**config.mk**
```make
export PLATFORM = sky130hd
export DESIGN_NAME = wsr_top
export DESIGN_NICKNAME = d
export VERILOG_FILES = /design/src/wsr_sig_rom.v /design/src/wsr_top.v
export VERILOG_INCLUDE_DIRS = /design/src /design/src/src
export SDC_FILE = /design/constraint.sdc
export NUM_CORES = 1
export LEC_CHECK = 0
export BUFFER_PORTS_ARGS = -buffer_cell sky130_fd_sc_hd__buf_2
export CAP_MARGIN = 0
export CELL_PAD_IN_SITES_DETAIL_PLACEMENT = 0
export CELL_PAD_IN_SITES_GLOBAL_PLACEMENT = 2
export CORE_ASPECT_RATIO = 0.8
export CORE_MARGIN = 10
export CORE_UTILIZATION = 31
export DETAILED_ROUTE_END_ITERATION = 7
export PLACE_DENSITY_LB_ADDON = 0.1
export SLEW_MARGIN = 15
export SYNTH_ARGS = -nofsm -noshare
export SYNTH_HDL_FRONTEND = slang
export SYNTH_HIERARCHICAL = 1
export SYNTH_SLANG_ARGS = --single-unit
```
**constraint.sdc**
```tcl
create_clock -name mclk -period 2.7 [get_ports mclk]
set_clock_uncertainty 0.05 [all_clocks]
set_input_delay 0.54 -clock mclk [delete_from_list [all_inputs] [get_ports mclk]]
set_output_delay 0.54 -clock mclk [all_outputs]
set_load 0.03 [all_outputs]
```
**src/wsr_map.vh**
```
// Purpose: constants for the wake and signature read block
// Assumes: 50 MHz mclk
// Notes: times in ns, counts derived in the module
`ifndef WSR_MAP_VH
`define WSR_MAP_VH
`define WSR_CLK_NS 20
`define WSR_SIG_BITS 8
`define WSR_DUMMY_BYTES 3
`define WSR_BYTE_BITS 8
`define WSR_CMD_WAKE 8'hab
`define WSR_CMD_SLEEP 8'hb9
`define WSR_CMD_UNLOCK 8'h06
`define WSR_CMD_PAGE 8'h02
`define WSR_CMD_SMALL 8'h20
`define WSR_CMD_BLOCK 8'hd8
`define WSR_CMD_STATUS 8'h01
`define WSR_SIGNATURE 8'h5a
`define WSR_ARRAY_ERASED 8'hff
`define WSR_STATUS_RESET 8'h00
`define WSR_SHORT_WAKE_NS 3000
`define WSR_FULL_WAKE_NS 1800
`define WSR_SLEEP_ENTRY_NS 3000
`define WSR_INHIBIT_NS 10000000
`define WSR_SELECT_WAIT_NS 5000000
`define WSR_MEM_AW 4
`endif

```
**src/wsr_sig_rom.v**
```verilog
// Purpose: small register-read store for the signature and delivery state
// Assumes: read data registered
// Notes: index 0 signature, 1 erased array byte, 2 status reset value
`timescale 1ns/1ns
`include "wsr_map.vh"
module wsr_sig_rom #(
    parameter [7:0] SIG = `WSR_SIGNATURE
) (
    input wire mclk,
    input wire [`WSR_MEM_AW-1:0] addr,
    output reg [7:0] rdata
);
    always @(posedge mclk) begin
        case (addr)
            4'h0: rdata <= SIG;
            4'h1: rdata <= `WSR_ARRAY_ERASED;
            4'h2: rdata <= `WSR_STATUS_RESET;
            default: rdata <= 8'h00;
        endcase
    end
endmodule

```
**src/wsr_top.v**
```verilog
// Purpose: wake from deep sleep and signature read over serial pins
// Assumes: link clock sampled by mclk, far slower than mclk
// Notes: supply valid level comes in as a pin, synchronised
`timescale 1ns/1ns
`include "wsr_map.vh"
module wsr_top #(
    // Wake and sleep opcodes, signature and delays stay tunable
    parameter [7:0] WAKE_OP = `WSR_CMD_WAKE,
    parameter [7:0] SLEEP_OP = `WSR_CMD_SLEEP,
    parameter [7:0] SIGNATURE = `WSR_SIGNATURE,
    parameter SHORT_WAKE_NS = `WSR_SHORT_WAKE_NS,
    parameter FULL_WAKE_NS = `WSR_FULL_WAKE_NS,
    parameter SLEEP_ENTRY_NS = `WSR_SLEEP_ENTRY_NS,
    parameter INHIBIT_CYC = `WSR_INHIBIT_NS / `WSR_CLK_NS,
    parameter SEL_WAIT_CYC = `WSR_SELECT_WAIT_NS / `WSR_CLK_NS
) (
    input wire mclk,
    input wire rst,
    input wire select_n,
    input wire serial_clk,
    input wire serial_input_pin,
    input wire supply_ok,
    input wire cycle_busy,
    output reg serial_out_r,
    output reg serial_out_en_r,
    output reg deep_sleep_r,
    output reg standby_r,
    output reg write_latch_flag_r,
    output reg cycle_running_flag_r,
    output reg write_allowed_r,
    output reg read_allowed_r,
    output reg [7:0] status_r,
    output reg [7:0] cmd_byte_r,
    output reg cmd_valid_r
);
    // ----------------------------------------
    // Timing counts (rounded up to whole mclk cycles, no minimum)
    // ----------------------------------------
    localparam SHORT_CYC = (SHORT_WAKE_NS + `WSR_CLK_NS - 1) / `WSR_CLK_NS;
    localparam FULL_CYC = (FULL_WAKE_NS + `WSR_CLK_NS - 1) / `WSR_CLK_NS;
    localparam SLEEP_CYC = (SLEEP_ENTRY_NS + `WSR_CLK_NS - 1) / `WSR_CLK_NS;
    localparam [2:0] ST_CMD = 3'h0;
    localparam [2:0] ST_DUMMY = 3'h1;
    localparam [2:0] ST_SIG = 3'h2;
    localparam [2:0] ST_IGNORE = 3'h3;
    localparam [2:0] ST_IDLE = 3'h4;

    function is_write_cmd;
        input [7:0] op;
        begin
            is_write_cmd = (op == `WSR_CMD_UNLOCK) || (op == `WSR_CMD_PAGE) ||
                (op == `WSR_CMD_SMALL) || (op == `WSR_CMD_BLOCK) ||
                (op == `WSR_CMD_STATUS);
        end
    endfunction

    // ----------------------------------------
    // Pin synchronisers
    // ----------------------------------------
    reg [1:0] sel_s_r, clk_s_r, din_s_r, sup_s_r;
    reg clk_d_r, sel_d_r;
    always @(posedge mclk) begin
        sel_s_r <= {sel_s_r[0], select_n};
        clk_s_r <= {clk_s_r[0], serial_clk};
        din_s_r <= {din_s_r[0], serial_input_pin};
        sup_s_r <= {sup_s_r[0], supply_ok};
        clk_d_r <= clk_s_r[1];
        sel_d_r <= sel_s_r[1];
    end
    wire sel = ~sel_s_r[1];
    wire rise = clk_s_r[1] & ~clk_d_r;
    wire fall = ~clk_s_r[1] & clk_d_r;
    wire sel_up = sel_s_r[1] & ~sel_d_r;
    // Logic is held in reset while supply is below threshold
    wire lrst = rst | ~sup_s_r[1];

    // ----------------------------------------
    // Signature store
    // ----------------------------------------
    wire [7:0] sig_byte;
    wsr_sig_rom #(.SIG(SIGNATURE)) u_rom (
        .mclk(mclk),
        .addr(4'h0),
        .rdata(sig_byte)
    );

    // ----------------------------------------
    // Power-up delays
    // ----------------------------------------
    reg [31:0] pu_cnt_r;
    always @(posedge mclk) begin
        if (lrst) begin
            pu_cnt_r <= 32'h0;
            write_allowed_r <= 1'b0;
            read_allowed_r <= 1'b0;
        end else begin
            if (pu_cnt_r != 32'hffffffff)
                pu_cnt_r <= pu_cnt_r + 32'h1;
            write_allowed_r <= (pu_cnt_r >= INHIBIT_CYC);
            read_allowed_r <= (pu_cnt_r >= SEL_WAIT_CYC);
        end
    end

    // ----------------------------------------
    // Serial decoder
    // ----------------------------------------
    reg [2:0] st_r;
    reg [2:0] bit_r;
    reg [1:0] dby_r;
    reg [7:0] sh_r;
    reg [7:0] out_sh_r;
    reg sig_done_r;
    reg wake_seen_r;
    reg sleep_seen_r;
    reg [31:0] dly_r;
    reg waking_r;
    reg sleeping_r;
    wire [7:0] nxt_byte = {sh_r[6:0], din_s_r[1]};
    wire last_bit = (bit_r == 3'h7);

    always @(posedge mclk) begin
        if (lrst) begin
            st_r <= ST_IDLE;
            bit_r <= 3'h0;
            dby_r <= 2'h0;
            sh_r <= 8'h0;
            out_sh_r <= 8'h0;
            sig_done_r <= 1'b0;
            wake_seen_r <= 1'b0;
            sleep_seen_r <= 1'b0;
            dly_r <= 32'h0;
            waking_r <= 1'b0;
            sleeping_r <= 1'b0;
            deep_sleep_r <= 1'b0;
            standby_r <= 1'b1;
            write_latch_flag_r <= 1'b0;
            cycle_running_flag_r <= 1'b0;
            status_r <= `WSR_STATUS_RESET;
            serial_out_r <= 1'b0;
            serial_out_en_r <= 1'b0;
            cmd_byte_r <= 8'h0;
            cmd_valid_r <= 1'b0;
        end else begin
            cmd_valid_r <= 1'b0;
            cycle_running_flag_r <= cycle_busy;
            status_r <= {7'h0, cycle_busy};
            if (dly_r != 32'h0) begin
                dly_r <= dly_r - 32'h1;
            end else if (waking_r) begin
                waking_r <= 1'b0;
                deep_sleep_r <= 1'b0;
                standby_r <= 1'b1;
            end else if (sleeping_r) begin
                sleeping_r <= 1'b0;
                deep_sleep_r <= 1'b1;
                standby_r <= 1'b0;
            end
            if (sel_up) begin
                serial_out_en_r <= 1'b0;
                st_r <= ST_IDLE;
                // Partial command byte aborts with no effect
                if (wake_seen_r && !deep_sleep_r) begin
                    standby_r <= 1'b1;
                end else if (wake_seen_r) begin
                    waking_r <= 1'b1;
                    dly_r <= sig_done_r ? FULL_CYC - 1 : SHORT_CYC - 1;
                end else if (sleep_seen_r && !cycle_busy) begin
                    sleeping_r <= 1'b1;
                    dly_r <= SLEEP_CYC - 1;
                end
                wake_seen_r <= 1'b0;
                sleep_seen_r <= 1'b0;
            end else if (sel && st_r == ST_IDLE) begin
                st_r <= read_allowed_r ? ST_CMD : ST_IGNORE;
                bit_r <= 3'h0;
                sig_done_r <= 1'b0;
                standby_r <= 1'b0;
            end else if (sel) begin
                case (st_r)
                    ST_CMD: if (rise) begin
                        sh_r <= nxt_byte;
                        bit_r <= bit_r + 3'h1;
                        if (last_bit) begin
                            cmd_byte_r <= nxt_byte;
                            dby_r <= 2'h0;
                            st_r <= ST_IGNORE;
                            if (cycle_busy) begin
                                st_r <= ST_IGNORE;
                            end else if (nxt_byte == WAKE_OP) begin
                                wake_seen_r <= 1'b1;
                                st_r <= ST_DUMMY;
                            end else if (deep_sleep_r || sleeping_r) begin
                                st_r <= ST_IGNORE;
                            end else if (nxt_byte == SLEEP_OP) begin
                                sleep_seen_r <= 1'b1;
                            end else if (!is_write_cmd(nxt_byte) ||
                                    write_allowed_r) begin
                                cmd_valid_r <= 1'b1;
                                if (nxt_byte == `WSR_CMD_UNLOCK)
                                    write_latch_flag_r <= 1'b1;
                            end
                        end
                    end
                    ST_DUMMY: if (rise) begin
                        bit_r <= bit_r + 3'h1;
                        if (last_bit) begin
                            dby_r <= dby_r + 2'h1;
                            if (dby_r == `WSR_DUMMY_BYTES - 1) begin
                                st_r <= ST_SIG;
                                out_sh_r <= sig_byte;
                            end
                        end
                    end
                    ST_SIG: if (fall) begin
                        serial_out_en_r <= 1'b1;
                        serial_out_r <= out_sh_r[7];
                        bit_r <= bit_r + 3'h1;
                        // Reload wraps the byte for repeated output
                        out_sh_r <= last_bit ? sig_byte
                            : {out_sh_r[6:0], 1'b0};
                        if (last_bit)
                            sig_done_r <= 1'b1;
                    end
                    default: st_r <= st_r;
                endcase
            end
        end
    end
endmodule

```
==> out/qor.yml <==
run_status:
  status: "complete, no violations"
synthesis:
  syn_inst: 661
  ys_seq_elements: 121
  synthAdderAreaFrac: 0.01500
  synth.top_cell.area_share: 0.4148
  synth_top_family_by_area: "simple AND/OR/NAND/NOR gates"
  synth_edf_count: 0
  synth_area_per_cell_um2: 8.834
  yosys-top-cells-count: "121 x dfxtp_1, 66 x nor2_1, 59 x a21oi_1"
  yosysWarnings: 6
  synth-simple-area-share: 0.2792
  ys_seq_area_frac: 0.4148
  async_flop_share: 0
  synthMuxAreaShare: 0.04264
  synth_xor_area_frac: 0.03450
  synthTopCellsByArea: "dfxtp_1 41%, a21oi_1 5.1%, nor2_1 4.2%"
  synthesis.area_um2: 5839
  yosysMostFrequentCell: "dfxtp_1"
  yosys_most_used_dff: "dfxtp_1"
  yosysTopAreaCell: "dfxtp_1"
  ys_types: 70
  synth-compound-area-share: 0.1624
timing:
  rsz0062_at_grt: "no"
  period_share: 0.8345
  worstMarginPinSlew_ns: 0.7852
  setup-tns-final_ns: 0
  max_slew_margin: 0.4717
  clock.fmax_mhz: 443.8
  finalMaxSlewViolations: 0
  min_period_ns: 2.253
  setup_viol_count_final: 0
  fin_ws_ns: 0.4470
  hold_violations: 0
route:
  drt_pass1_iterations: 7
  drt_iter0_markers: 287
  drc: 0
  ant_nets: 0
  drt-wirelength-per-cell_um: 14.98
  vias: 4869
  wirelength_mm: 14.40
  vias_per_cell: 5.067
worst_setup_path:
  endpoint_kind: "flip-flop"
  path_cells: "or3b_4 > nor3b_4 > o221ai_4 > or3b_1 > a21oi_1"
  criticalPathCategory: "flip-flop to flip-flop"
  cp.arrival_ns: 2.55
  required_ns: 3.00
  slowest_stage: "dfxtp_1"
  rrSetupSlack_ns: 0.45
  max_stage_delay_ns: 0.57
  critPathMaxFanout: 10
  startpoint_type: "flip-flop"
global_route:
  grt_overflow: 0
  grt_max_degree: 32
  grt_pass1_vias: 4560
  grt_pass1_wl_mm: 23.92
  grt_antenna_before_repair: 0
  grt_usage: 0.1178
power_and_ir_drop:
  p_leak_uw: 0.002550
  p_int_uw: 3489
  ir_drop_v: 0.0003266
  p_seq_frac: 0.409
  switching_share: 0.2152
  power_uw: 4446
  comb_power_share: 0.027
  netSwitchingPower_uw: 956.8
  pwr-share-clk: 0.564
  power.density_nw_per_um2: 643.3
clock_tree:
  cts.path.max_buffers: 2
  ctsHoldBuffers: 0
  cts_resized: 0
  htreeDepth: 4
  cts_tree: "built"
  cts.clk_slew.worst_paths_ns: 0.06
  clk_latency_ns: 0.42
  cts_setup_buffers: 0
  ctsRootBufferMaster: "clkbuf_16"
  numCtsBuffers: 17
  clock_sinks: 121
die:
  die_h_um: 142.8
  core_um2: 18330
  die_w_um: 173.4
  ios: 32
  fp-row-count: 44
  initial_core_util: 0.3185
  dieArea_um2: 24760
placement:
  dp_slack_ns: 0.4268
  finalWeightedCongestion: 0.8078
  portBuffers: 24
  dp_hpwl_mm: 10.13
layout:
  synthToLayoutAreaGrowth_pct: 18.34
  final_nets: 709
  diodes: 0
  drive_gt1_frac: 0.1554
job:
  cap_violations: 0
hold_path:
  hold_path_class: "primary input to flip-flop"
layer usage:
layer | global-route usage | vias up | wire (µm)
met3 | 0.03347 | 8 | 496
met2 | 0.1756 | 60 | 6336
met1 | 0.1623 | 2315 | 7455
met4 | 0.03261 | 0 | 108
met5 | 0 | - | 0
li1 | - | 2486 | -
cells in the final DEF, fill, tap and decap left out, drive strengths merged, types with 6 or more instances in the layout:
cell	synthesis	layout
or4	14	14
xnor2	17	17
nand2	44	44
conb	1	14
inv	18	21
nand4	16	16
nand3	27	27
o31ai	24	24
dfxtp	121	121
nor2	66	66
buf	23	44
ha	7	7
nand3b	7	7
o21ai	13	13
nor4	22	22
nor3	18	18
a21oi	59	59
nand2b	6	6
a31oi	10	10
clkbuf	19	18
a211oi	6	6
or3	17	17
xor2	6	6
and3	9	9
and2	6	6
mux2	7	7
mux2i	17	17
cell families after synthesis:
logic type / Yosys count
flip-flops: 121
other: 1
AO/OA/AOI/OAI: 143
XOR/XNOR: 23
AND/OR/NAND/NOR: 282
multiplexers: 24
buffers and inverters: 60
adder cells (fa/ha/maj): 7
through the flow:
step / instance area (µm²) / std cells / utilization / hold slack [ns]
4_1_cts: 6910 / 961 / 0.3769 / 0.1523
5_1_grt: 6910 / 961 / 0.3769 / 0.1514
3_3_place_gp: 6261 / 929 / 0.3415 / 0.2665
3_5_place_dp: 6261 / 929 / 0.3415 / 0.2621
6_report: 6910 / 961 / 0.3769 / 0.1721
2_1_floorplan: 5888 / 674 / - / 0.2596
final timing paths:
path / from / to / depth (start not counted)
min: select_n / sel_s_r[0] / 1
max reg2reg: st_r[1] / out_sh_r[0] / 5
max: st_r[1] / out_sh_r[0] / 5
min reg2reg: sup_s_r[0] / sup_s_r[1] / 0
power by group through the flow:
stage          logic, µW  registers, µW  clock network [µW]
6_report             120           1820                2510
5_1_grt              134           1820                2670
4_1_cts              123           1820                2580
3_5_place_dp         123           1860                   0
3_3_place_gp         122           1860                   0
2_1_floorplan        105           1850                   0
flip-flops by register name, indices dropped and copies added, names as in the netlist, 2 cells and up:
| signal | flops |
|---|---|
| dly_r | 32 |
| pu_cnt_r | 32 |
| cmd_byte_r | 8 |
| out_sh_r | 8 |
| sh_r | 7 |
| bit_r | 3 |
| st_r | 3 |
| clk_s_r | 2 |
| dby_r | 2 |
| din_s_r | 2 |
| sel_s_r | 2 |
| sup_s_r | 2 |
| u_rom/rdata | 2 |
critical path, delay by kind of cell, from the launching register on:
family	cells	cell delay, ns
and+or+nand+nor	3	1.17
DFF	1	0.57
AOI/OAI and AO/OA	2	0.40
final cells by class:
cell class | count | area, µm²
Clock inverter | 14 | 220.2
Inverter | 18 | 67.56
Clock buffer | 18 | 429.2
Multi-Input combinational cell | 493 | 3172
Sequential cell | 121 | 2422
Fill cell | 1883 | 11420
Tap cell | 253 | 316.6
Timing Repair Buffer | 44 | 282.8
Note: power is estimated with default switching activity, not from simulation.
